--- src/tc2_pkg.sv ---
// Package: register map, field layout and constants of the timer block
package tc2_pkg;

  // ----------------------------------------------------------------
  // Register byte addresses
  // ----------------------------------------------------------------
  localparam logic [7:0] TC2_A_MASK  = 8'h70;
  localparam logic [7:0] TC2_A_CTLA  = 8'h80;
  localparam logic [7:0] TC2_A_CTLB  = 8'h84;
  localparam logic [7:0] TC2_A_CNT   = 8'h88;
  localparam logic [7:0] TC2_A_CMPA  = 8'h8C;
  localparam logic [7:0] TC2_A_FLAG  = 8'h90;
  localparam logic [7:0] TC2_A_BUSY  = 8'h94;
  localparam logic [7:0] TC2_A_GTC   = 8'h98;
  localparam logic [7:0] TC2_A_GIE   = 8'h9C;
  localparam logic [7:0] TC2_A_CMPB  = 8'hB4;

  // ----------------------------------------------------------------
  // Field positions and reset values
  // ----------------------------------------------------------------
  localparam int TC2_B_OVF    = 0;   // Flag, mask bit: overflow
  localparam int TC2_B_BUSY_CB = 0;  // Busy: control B
  localparam int TC2_B_BUSY_CA = 1;  // Busy: control A
  localparam int TC2_B_BUSY_OB = 2;  // Busy: compare B
  localparam int TC2_B_ASYNC  = 3;   // Asynchronous mode select
  localparam int TC2_B_BUSY_OA = 4;  // Busy: compare A
  localparam int TC2_B_PSR    = 1;   // General control: prescaler reset
  localparam int TC2_B_TSM    = 7;   // General control: sync hold
  localparam logic [7:0] TC2_RST8  = 8'h00;
  localparam logic [2:0] TC2_MASK_W = 3'h7; // Writable mask bits
  localparam logic [7:0] TC2_CNT_MAX = 8'hFF;
  localparam logic [9:0] TC2_PRE_RST = 10'h000;
  localparam logic [9:0] TC2_PRE_ONE = 10'h001;
  localparam logic [7:0] TC2_CNT_ONE = 8'h01;
  localparam logic [2:0] TC2_CS_STOP = 3'h0;

  // Prescaler terminal masks per clock select: stop,1,8,32,64,128,256,1024
  localparam logic [9:0] TC2_DIV_MASK [8] = '{
    10'h000, 10'h000, 10'h007, 10'h01F,
    10'h03F, 10'h07F, 10'h0FF, 10'h3FF};

  // ----------------------------------------------------------------
  // Types
  // ----------------------------------------------------------------
  typedef enum logic [1:0] {
    TC2_OM_OFF = 2'h0,
    TC2_OM_TGL = 2'h1,
    TC2_OM_CLR = 2'h2,
    TC2_OM_SET = 2'h3
  } tc2_omode_t;

  // Control A: output modes for both channels and clear-on-match-A
  typedef struct packed {
    tc2_omode_t mode_a;  // [7:6]
    tc2_omode_t mode_b;  // [5:4]
    logic [2:0] rsvd;    // [3:1]
    logic       ctc;     // [0]
  } tc2_ctla_t;

  // Control B: clock select
  typedef struct packed {
    logic [4:0] rsvd;
    logic [2:0] cs;
  } tc2_ctlb_t;

endpackage

--- src/tc2_timer.sv ---
// Timer/counter 2 register control with APB slave and async update staging
//
// Design decision made here: the APB interface to the registers.
`timescale 1ns/1ps
// Function
// Software reads and writes the 8-bit counter directly.
// A counter write blocks compare match on the next timer tick.
// Software avoids changing a running counter where missed matches matter.
// Compare A is checked against the counter; match sets flag or drives wave A.
// Compare B likewise for wave B; compare B resets to zero.
// Compare-B interrupt needs mask bit 2, global enable and its flag.
// Compare-A interrupt needs mask bit 1, global enable and its flag.
// Overflow interrupt needs mask bit 0, global enable and overflow flag.
// Async write of compare B sets busy bit 2 until transferred.
// Async write of control A sets busy bit 1 until transferred.
// Async write of control B sets busy bit 0 until transferred.
// Software does not write a register while its busy flag is set.
// Counter reads are live; compare and control reads return staging.
// Prescaler-reset bit resets the prescaler, then hardware clears it.
// In async mode the bit stays one until the reset has completed.
// While sync hold is set the prescaler-reset bit is not cleared.
// Overflow flag on wrap from max; compare flags on equality. Code: no overflow flag while clear-on-match-A is set.
// Upper five mask bits read zero and ignore writes.
module tc2_timer (
  // APB slave
  input  wire logic        pclk,
  input  wire logic        presetn,
  input  wire logic        psel,
  input  wire logic        penable,
  input  wire logic        pwrite,
  input  wire logic [7:0]  paddr,
  input  wire logic [31:0] pwdata,
  output logic [31:0]      prdata,
  output logic             pready,
  output logic             pslverr,
  // Asynchronous timer clock, as one-cycle enable in the pclk domain
  input  wire logic        async_tick,
  // Waveform pins and interrupt
  output logic             wave_out_a,
  output logic             wave_out_b,
  output logic             irq
);

  // ----------------------------------------------------------------
  // Declarations
  // ----------------------------------------------------------------
  logic              pready_q;
  logic [31:0]       prdata_q;
  logic              pslverr_q;
  logic [2:0]        mask_q;
  logic [2:0]        flag_q;
  logic              gie_q;
  logic              async_q;
  logic              tsm_q;
  logic              psr_q;
  logic [4:0]        busy_q;
  logic [7:0]        cnt_q;
  logic [9:0]        pre_q;
  logic              block_q;
  logic              irq_q;
  logic [7:0]        ctla_tmp_q;
  logic [7:0]        ctlb_tmp_q;
  tc2_pkg::tc2_ctla_t ctla_q;
  tc2_pkg::tc2_ctlb_t ctlb_q;
  logic [7:0]        cmp_tmp_q [2];
  logic [7:0]        cmp_q     [2];
  logic [1:0]        wave_q;
  logic [1:0]        match;
  logic [2:0]        flag_set;

  // ----------------------------------------------------------------
  // APB decode
  // ----------------------------------------------------------------
  // One wait state: pready rises in the first access cycle's edge
  wire acc     = psel & penable;
  wire done    = acc & pready_q;
  wire wr      = done & pwrite;
  wire s_mask  = (paddr == tc2_pkg::TC2_A_MASK);
  wire s_ctla  = (paddr == tc2_pkg::TC2_A_CTLA);
  wire s_ctlb  = (paddr == tc2_pkg::TC2_A_CTLB);
  wire s_cnt   = (paddr == tc2_pkg::TC2_A_CNT);
  wire s_cmpa  = (paddr == tc2_pkg::TC2_A_CMPA);
  wire s_cmpb  = (paddr == tc2_pkg::TC2_A_CMPB);
  wire s_flag  = (paddr == tc2_pkg::TC2_A_FLAG);
  wire s_busy  = (paddr == tc2_pkg::TC2_A_BUSY);
  wire s_gtc   = (paddr == tc2_pkg::TC2_A_GTC);
  wire s_gie   = (paddr == tc2_pkg::TC2_A_GIE);
  wire mapped  = s_mask | s_ctla | s_ctlb | s_cnt | s_cmpa | s_cmpb |
                 s_flag | s_busy | s_gtc | s_gie;
  wire [7:0] wd = pwdata[7:0];
  wire w_cnt   = wr & s_cnt;
  wire w_ctla  = wr & s_ctla;
  wire w_ctlb  = wr & s_ctlb;
  wire [1:0] w_cmp = {wr & s_cmpb, wr & s_cmpa};

  // Read mux: counter is live, compare and control read staging copies
  wire [7:0] rd8 =
      s_mask ? {5'h00, mask_q} :
      s_ctla ? ctla_tmp_q :
      s_ctlb ? ctlb_tmp_q :
      s_cnt  ? cnt_q :
      s_cmpa ? cmp_tmp_q[0] :
      s_cmpb ? cmp_tmp_q[1] :
      s_flag ? {5'h00, flag_q} :
      s_busy ? {3'h0, busy_q[tc2_pkg::TC2_B_BUSY_OA], async_q,
                busy_q[2:0]} :
      s_gtc  ? {tsm_q, 5'h00, psr_q, 1'b0} :
      s_gie  ? {7'h00, gie_q} : tc2_pkg::TC2_RST8;

  // Bus answer registers
  always_ff @(posedge pclk or negedge presetn) begin
    if (!presetn) begin
      pready_q  <= 1'b0;
      prdata_q  <= 32'h0000_0000;
      pslverr_q <= 1'b0;
    end else begin
      pready_q  <= acc & ~pready_q;
      prdata_q  <= (acc & ~pready_q & ~pwrite) ? {24'h00_0000, rd8} : prdata_q;
      pslverr_q <= acc & ~pready_q & ~mapped;
    end
  end

  // ----------------------------------------------------------------
  // Timer clock source and prescaler
  // ----------------------------------------------------------------
  // In async mode the prescaler advances only on the external tick
  wire src_en  = async_q ? async_tick : 1'b1;
  wire [9:0] div_mask = tc2_pkg::TC2_DIV_MASK[ctlb_q.cs];
  wire run     = (ctlb_q.cs != tc2_pkg::TC2_CS_STOP);
  wire tick    = run & src_en & ~psr_q & ((pre_q & div_mask) == div_mask);
  // Reset completes on a source edge; sync hold keeps the bit set
  wire psr_clr = psr_q & ~tsm_q & src_en;
  wire psr_set = wr & s_gtc & wd[tc2_pkg::TC2_B_PSR];

  // Prescaler, held in reset while the reset bit is one
  always_ff @(posedge pclk or negedge presetn) begin
    if (!presetn) begin
      pre_q <= tc2_pkg::TC2_PRE_RST;
    end else if (psr_q) begin
      pre_q <= tc2_pkg::TC2_PRE_RST;
    end else if (src_en & run) begin
      pre_q <= pre_q + tc2_pkg::TC2_PRE_ONE;
    end
  end

  // General control: set wins over the hardware clear
  always_ff @(posedge pclk or negedge presetn) begin
    if (!presetn) begin
      psr_q <= 1'b0;
      tsm_q <= 1'b0;
    end else begin
      psr_q <= psr_set | (psr_q & ~psr_clr);
      tsm_q <= (wr & s_gtc) ? wd[tc2_pkg::TC2_B_TSM] : tsm_q;
    end
  end

  // ----------------------------------------------------------------
  // Control staging and busy flags
  // ----------------------------------------------------------------
  // Sync mode copies at once; async copies on the next source edge
  wire xfer = async_q & async_tick;
  wire [4:0] busy_set = async_q ?
      {w_cmp[0], 1'b0, w_cmp[1], w_ctla, w_ctlb} : 5'h00;
  // Synchronous staging copies land immediately
  wire now  = ~async_q;

  // Busy flags: a write in the transfer cycle keeps the flag set
  always_ff @(posedge pclk or negedge presetn) begin
    if (!presetn) begin
      busy_q <= 5'h00;
    end else begin
      busy_q <= busy_set | (xfer ? 5'h00 : busy_q);
    end
  end

  // Control A and B staging and working copies
  always_ff @(posedge pclk or negedge presetn) begin
    if (!presetn) begin
      ctla_tmp_q <= tc2_pkg::TC2_RST8;
      ctlb_tmp_q <= tc2_pkg::TC2_RST8;
      ctla_q     <= tc2_pkg::TC2_RST8;
      ctlb_q     <= tc2_pkg::TC2_RST8;
    end else begin
      ctla_tmp_q <= w_ctla ? wd : ctla_tmp_q;
      ctlb_tmp_q <= w_ctlb ? wd : ctlb_tmp_q;
      if (now & w_ctla) begin
        ctla_q <= wd;
      end else if (xfer & busy_q[tc2_pkg::TC2_B_BUSY_CA]) begin
        ctla_q <= ctla_tmp_q;
      end
      if (now & w_ctlb) begin
        ctlb_q <= wd;
      end else if (xfer & busy_q[tc2_pkg::TC2_B_BUSY_CB]) begin
        ctlb_q <= ctlb_tmp_q;
      end
    end
  end

  // Mode, mask and global enable registers
  always_ff @(posedge pclk or negedge presetn) begin
    if (!presetn) begin
      async_q <= 1'b0;
      mask_q  <= 3'h0;
      gie_q   <= 1'b0;
    end else begin
      async_q <= (wr & s_busy) ? wd[tc2_pkg::TC2_B_ASYNC] : async_q;
      mask_q  <= (wr & s_mask) ? (wd[2:0] & tc2_pkg::TC2_MASK_W) : mask_q;
      gie_q   <= (wr & s_gie) ? wd[0] : gie_q;
    end
  end

  // ----------------------------------------------------------------
  // Counter
  // ----------------------------------------------------------------
  wire wrap = tick & ~ctla_q.ctc & (cnt_q == tc2_pkg::TC2_CNT_MAX);
  wire ctc_clr = tick & ctla_q.ctc & match[0];

  // Counter: software write overrides the tick
  always_ff @(posedge pclk or negedge presetn) begin
    if (!presetn) begin
      cnt_q <= tc2_pkg::TC2_RST8;
    end else if (w_cnt) begin
      cnt_q <= wd;
    end else if (ctc_clr) begin
      cnt_q <= tc2_pkg::TC2_RST8;
    end else if (tick) begin
      cnt_q <= cnt_q + tc2_pkg::TC2_CNT_ONE;
    end
  end

  // Compare blocking after a counter write, released by a tick
  always_ff @(posedge pclk or negedge presetn) begin
    if (!presetn) begin
      block_q <= 1'b0;
    end else begin
      block_q <= w_cnt | (block_q & ~tick);
    end
  end

  // ----------------------------------------------------------------
  // Compare channels: 0 is A, 1 is B
  // ----------------------------------------------------------------
  genvar ch;
  generate
    for (ch = 0; ch < 2; ch++) begin : g_cmp
      wire busy_ch = busy_q[(ch == 0) ? tc2_pkg::TC2_B_BUSY_OA
                                      : tc2_pkg::TC2_B_BUSY_OB];
      wire tc2_pkg::tc2_omode_t om = (ch == 0) ? ctla_q.mode_a : ctla_q.mode_b;
      // Match only on a tick that is not blocked by a counter write
      assign match[ch] = tick & ~block_q & (cnt_q == cmp_q[ch]);
      assign flag_set[ch + 1] = match[ch];

      // Staging and working compare value
      always_ff @(posedge pclk or negedge presetn) begin
        if (!presetn) begin
          cmp_tmp_q[ch] <= tc2_pkg::TC2_RST8;
          cmp_q[ch]     <= tc2_pkg::TC2_RST8;
        end else begin
          cmp_tmp_q[ch] <= w_cmp[ch] ? wd : cmp_tmp_q[ch];
          if (now & w_cmp[ch]) begin
            cmp_q[ch] <= wd;
          end else if (xfer & busy_ch) begin
            cmp_q[ch] <= cmp_tmp_q[ch];
          end
        end
      end

      // Waveform pin driven by the output mode on each match
      always_ff @(posedge pclk or negedge presetn) begin
        if (!presetn) begin
          wave_q[ch] <= 1'b0;
        end else if (match[ch]) begin
          unique case (om)
            tc2_pkg::TC2_OM_OFF: wave_q[ch] <= wave_q[ch];
            tc2_pkg::TC2_OM_TGL: wave_q[ch] <= ~wave_q[ch];
            tc2_pkg::TC2_OM_CLR: wave_q[ch] <= 1'b0;
            tc2_pkg::TC2_OM_SET: wave_q[ch] <= 1'b1;
          endcase
        end
      end
    end
  endgenerate

  // ----------------------------------------------------------------
  // Flags and interrupt
  // ----------------------------------------------------------------
  assign flag_set[tc2_pkg::TC2_B_OVF] = wrap;
  wire [2:0] flag_clr = (wr & s_flag) ? wd[2:0] : 3'h0;

  // Sticky flags, write one to clear; a new event wins over the clear
  always_ff @(posedge pclk or negedge presetn) begin
    if (!presetn) begin
      flag_q <= 3'h0;
    end else begin
      flag_q <= flag_set | (flag_q & ~flag_clr);
    end
  end

  // Interrupt level: any enabled flag while the global enable is on
  always_ff @(posedge pclk or negedge presetn) begin
    if (!presetn) begin
      irq_q <= 1'b0;
    end else begin
      irq_q <= gie_q & |(flag_q & mask_q);
    end
  end

  // ----------------------------------------------------------------
  // Outputs
  // ----------------------------------------------------------------
  assign prdata     = prdata_q;
  assign pready     = pready_q;
  assign pslverr    = pslverr_q;
  assign wave_out_a = wave_q[0];
  assign wave_out_b = wave_q[1];
  assign irq        = irq_q;
endmodule

--- config.mk ---
export PLATFORM = sky130hd
export DESIGN_NAME = tc2_timer
export DESIGN_NICKNAME = d
export VERILOG_FILES = /design/src/tc2_pkg.sv /design/src/tc2_timer.sv
export SDC_FILE = /design/constraint.sdc
export NUM_CORES = 1
export LEC_CHECK = 0
export BUFFER_PORTS_ARGS = -buffer_cell sky130_fd_sc_hd__buf_2
export CORE_MARGIN = 3
export CORE_UTILIZATION = 55
export DETAILED_ROUTE_END_ITERATION = 8
export PLACE_DENSITY = 0.82
export SLEW_MARGIN = 10
export SYNTH_ARGS = -nofsm -noshare
export SYNTH_HDL_FRONTEND = slang
export SYNTH_SLANG_ARGS = --single-unit
--- constraint.sdc ---
create_clock -name pclk -period 5.1 [get_ports pclk]
set_clock_uncertainty 0.05 [all_clocks]
set_input_delay 1.02 -clock pclk [delete_from_list [all_inputs] [get_ports pclk]]
set_output_delay 1.02 -clock pclk [all_outputs]
set_load 0.05 [all_outputs]
# Yosys cells after proc, flatten, opt, wreduce, memory -nomap -nowiden

Memory sizes are Yosys's and may differ from the RTL's.
Index checks and enable logic that the tools add are counted.

Register bits: 103
Bits in read-only memories: 80
Bits of input ports: 46
Output and inout port bits: 37
Logic and storage cells: 166
Memories: 1

Memory list:

| memory           | words | bits a word | rd ports | clocked after Yosys merged registers in | write ports | line             | text |
|---|---|---|---|---|---|---|---|
| (name not given) | 8     | 10          | 1        | 0                                       | 0           | tc2_timer.sv:128 | `wire [9:0] div_mask = tc2_pkg::TC2_DIV_MASK[ctlb_q.cs];` |

Add/sub/neg operators: 2
Magnitude comparators: 1
Equal/unequal tests: 20
Mux-type cells: 31
Bitwise logic cells: 73
Reductions and logical operators: 12

Operators by type and width:

| kind                                                     | count |
|---|---|
| 2-to-1 mux 8 bit                                         | 18 |
| == test 8 bit, second input constant                     | 10 |
| bitwise AND 1 bit                                        | 41 |
| 2-to-1 mux 10 bit                                        | 4 |
| == test 8 bit                                            | 2 |
| inverter 1 bit                                           | 14 |
| OR 1 bit                                                 | 11 |
| adder 10 x 1 -> 10 bit, second input constant            | 1 |
| bitwise AND 10 bit                                       | 1 |
| == test 10 bit                                           | 1 |
| 2-to-1 mux 5 bit                                         | 2 |
| nonzero test 2 bit                                       | 5 |
| 2-to-1 mux 3 bit                                         | 3 |
| adder 8 x 1 -> 8 bit, second input constant              | 1 |
| == test 2 bit, second input constant                     | 4 |
| == test 8 x 7 -> 1 bit, second input constant            | 1 |
| bitwise AND 3 bit                                        | 2 |
| case mux 1 bit (3 select lines)                          | 2 |
| nonzero test 3 bit                                       | 2 |
| OR 5 bit                                                 | 1 |
| == test 2 x 1 -> 1 bit, second input constant            | 2 |
| greater-or-equal comparator 4 bit, second input constant | 1 |
| logical NOT 2 bit                                        | 2 |
| inverter 3 -> 4 bit                                      | 1 |
| other kinds (5)                                          | 7 |

# Depth between registers and ports, before layout

Word-level depth: 12
Depth in mapped cells: 9
Depth with buffers taken out: 6

# Worst setup path before layout

OpenSTA, ideal clock, no wires.

Path type: input -> register
Start: in paddr[0]
End: reg mask_q[0]
Library setup time: 125 ps
Data arrival time: 2524 ps
Required time: 4925 ps
Path slack: 2401 ps
Stages: 5
Buffers on the path: 1
Path through: buf_4 or4_4 or2_1 nor2_1 mux2_2

Word-level cells in the longest chain between the ends: 2

Ends and longest elaborated chain:

| element                | line             | text |
|---|---|---|
| start, declared        | tc2_timer.sv:31  | `input wire logic [7:0] paddr,` |
| == test 8 x 7 -> 1 bit | tc2_timer.sv:78  | `wire s_mask = (paddr == tc2_pkg::TC2_A_MASK);` |
| bitwise AND 1 bit      | tc2_timer.sv:207 | `mask_q <= (wr & s_mask) ? (wd[2:0] & tc2_pkg::TC2_MASK_W) : mask_q;` |
| end signal, assigned   | tc2_timer.sv:207 |  |
| end, declared          | tc2_timer.sv:50  | `logic [2:0] mask_q;` |

No other way between the ends.
A chain may end at the register's enable or synchronous reset.

# Final worst setup path

Start: in paddr[3]
End: reg cmp_q[9] (netlist bit)

Word-level cells in the longest chain between the ends: 4
Elaborated cells on any way between the ends: 5
Classes of those cells: 1 x eq/ne; 1 x mux; 2 x bitwise; 1 x reduce/logical

Ends and longest elaborated chain:

| element                                                | line             | text |
|---|---|---|
| == test 8 bit (*)                                      | tc2_timer.sv:82  | `wire s_cmpa = (paddr == tc2_pkg::TC2_A_CMPA);` |
| bitwise AND 1 bit (*)                                  | tc2_timer.sv:94  | `wire [1:0] w_cmp = {wr & s_cmpb, wr & s_cmpa};` |
| bitwise AND 1 bit (*)                                  | tc2_timer.sv:260 | `if (now & w_cmp[ch]) begin` |
| 2-to-1 mux 8 bit or nonzero test 2 bit (tied branches) | --               |  |
| end signal, assigned by index                          | tc2_timer.sv:257 | `cmp_q[ch] <= tc2_pkg::TC2_RST8;` |
| end signal, assigned by index                          | tc2_timer.sv:261 | `cmp_q[ch] <= wd;` |
| end signal, assigned by index                          | tc2_timer.sv:263 | `cmp_q[ch] <= cmp_tmp_q[ch];` |
| end, declared                                          | tc2_timer.sv:66  | `logic [7:0] cmp_q [2];` |

Every way passes the cells marked *; elsewhere a longest branch is shown, timed or not.

==> metrics <==
Finished Layout Cells 716; result of the run completed; Worst-path clk slew 100 ps; number of port buffers 34; Die ar. 11630 µm²; WP data required 5270 ps; n_diodes 0; max incr delay on CP 610 ps; slew margin rel. 37.02%; post-CTS sizing 0; Post-synth EDFFs 0; yosys warns 0; Placer Congestion 0.9428; Final Routed Wirelength 14.13 mm; antenna violations before repair 0; Core Rows 36; Worst Hold Class register to register; first-pass GRT wire length 22.81 mm; worst hold stages 2; kind of critical path input pin to register; Crit path max-delay family simple AND/OR/NAND/NOR gates; placed cells 701; synth-to-layout area growth 5.044%; post-synth top area share 44.74%; Cell Area, Synth 5705 µm²; Power Density 259.9 nW/µm²; Max Clk Rate 313.3 MHz; Die Width 107.9 µm; mean post-synth cell area 10.10 µm²; Via density 6.307; largest net degree at the start of global routing 76; worst slew pin tran 944.7 ps; Final Hold Viols 0; Clk Latency, worst-skew pair 370 ps; drt drc 0; TritonCTS clock tree built; DRT iter0 DRCs 437; Main synth FF type dfrtp_1; Post-Syn Instances 565; Yosys reg bits 102; Routed WL per cell 19.73 µm; most common cell in the netlist dfrtp_1; crit path cell chain buf_2 -> nor3b_1 -> nand4_1 -> nand2b_1 -> nor2_1 -> a21oi_1; Yosys cell types 67; boundary pin count 83; CTS Sinks 102; total CTS buffers 9; Max-Cap Viols 0; core box area 9910 µm²; HPWL Detailed 10.11 mm; final period utilization 62.59%; Slew Limit Fails 0; minimum clock period 3192 ps; GRT Overall Usage 25.35%; Initial Utilization 57.58%; antenna-violating nets left 0; Post-CTS Setup Inserts 0; Fill cells 843; Root Buffer clkbuf_8; maximum clock path buffer count 2; register area share after synthesis 44.74%; number of cells on the critical path 6; Final TNS setup 0 ps; fin nets 627; vias in the first global route 4397; Remaining Overflow, GRT 0; Detailed Routing Iterations Pass 1 5; R2R cell count 5; Critical path buffers and inverters 1; area leader, netlist dfrtp_1; Async S/R FF share, synth 100.0%; VDD IR max 0.0002495 V; Die Ht 107.9 µm; Final Setup Violations 0; H-tree depth 3; vias 4516; Critical Path Fanout Max 17; RSZ-0062 raised after global routing false; share of cells above drive strength 1 17.84%; Commonest cells post-synth 102 x dfrtp_1, 50 x nand2_1, 43 x o21ai_0; crit end category register; Worst Setup Start Kind input pin; slowest CP cell nand2b_1; WP data arrival 3360 ps; Area contributors post-synth dfrtp_1 45%, mux2_2 7.9%, mux2i_1 4.6%; leakage 2.858 nW; Hold-fix buffers, CTS 0
## cell usage in the layout, fill, tap and decap left out, types with 3 or more instances in the layout
master / Yosys / routed
nand2b_1: 8 / 8
nand2_1: 50 / 50
and3_1: 7 / 7
a32oi_1: 4 / 4
inv_1: 5 / 5
buf_2: 9 / 33
conb_1: 1 / 24
o21ai_0: 43 / 43
mux2i_1: 26 / 26
nor3_1: 10 / 10
nand3_1: 17 / 17
dfrtp_1: 102 / 102
and2_1: 7 / 7
mux2_2: 40 / 40
clkbuf_8: 1 / 9
or4b_1: 3 / 3
a21oi_1: 26 / 26
or3_1: 4 / 4
o22ai_1: 4 / 4
nor4_1: 3 / 3
a22o_1: 8 / 8
o31ai_1: 5 / 5
nor3b_1: 4 / 4
nor3_4: 3 / 3
nand4_1: 6 / 6
xnor2_1: 10 / 10
a31oi_1: 4 / 4
xor2_1: 14 / 14
buf_4: 26 / 3
nor2b_1: 11 / 11
a222oi_1: 5 / 5
nor2_1: 37 / 37
## worst register-to-register path, cell delays in order (launching register included)
cell	delay, ps
dfrtp_1	590
nor2b_1	280
a2111o_1	340
a21o_1	390
o31a_1	380
a311o_1	320
## flip-flops by register name (all words and copies together) (netlist names), 8 cells and up
signal      flops
cmp_tmp_q      16
cmp_q          16
pre_q          10
ctlb_tmp_q      8
prdata          8
ctla_tmp_q      8
cnt_q           8
## where the power goes
group / leakage [nW] / switching [W] / total [W] / internal [W]
clock: 0.105 / 0.000276 / 0.000550 / 0.000274
sequential: 1.35 / 0.0000154 / 0.000838 / 0.000822
combinational: 1.40 / 0.000132 / 0.000170 / 0.0000375
## per-stage QoR
step | total power, W | instance area [µm²] | utilization, % | setup slack [ps] | hold WS [ps]
floorplan | 0.0009821 | 5792 | - | 2401 | 413.2
global placement | 0.001016 | 5783 | 58.36 | 1627 | 418.6
detailed placement | 0.001023 | 5783 | 58.36 | 1530 | 415.2
CTS | 0.001568 | 5993 | 60.48 | 1903 | 454.2
global route | 0.001615 | 5993 | 60.48 | 1671 | 480.9
finish | 0.001558 | 5993 | 60.48 | 1908 | 452.0
## final timing paths
path / slack [ps] / to / startpoint
worst max-delay path: 1910 / cmp_q[9] / paddr[3]
min in group asynchronous: 720 / pre_q[7] / presetn
worst max register to register: 2630 / wave_out_a / async_q
worst min-delay path: 450 / prdata[3] / prdata[3]
max in group asynchronous: 3370 / cmp_q[13] / presetn
worst min register to register: 450 / prdata[3] / prdata[3]
## area by class of cell
cell class                 instances  area, µm²  area share, %
multi-input combinational        425       2858          47.68
sequential                       102       2552          42.59
timing repair buffer              36      187.7          3.132
tap                              133      166.4          2.777
clock buffer                       9      123.9          2.067
clock inverter                     6      86.33          1.441
inverter                           5      18.77         0.3132
## routing by layer
layer / vias up / global-route usage, % / routed length (µm)
li1: 2011 / - / -
met2: 234 / 40.01 / 6898
met5: - / 0 / 0
met1: 2236 / 33.76 / 5496
met4: 0 / 9.558 / 348
met3: 35 / 6.359 / 1384
## kinds of logic (layout without fill, tap and decap cells)
group                    Yosys count  count (layout)  share of synthesized area [%]
buffers and inverters             61              56                          6.688
multiplexers                      66              66                          12.46
other                              1              24                        0.06573
adder cells (fa/ha/maj)            2               2                         0.4385
flip-flops                       102             102                          44.74
AO/OA/AOI/OAI                    117             117                          13.16
XOR/XNOR                          24              24                          3.684
AND/OR/NAND/NOR                  192             192                          18.77
Note: power is estimated with default switching activity, not from simulation.
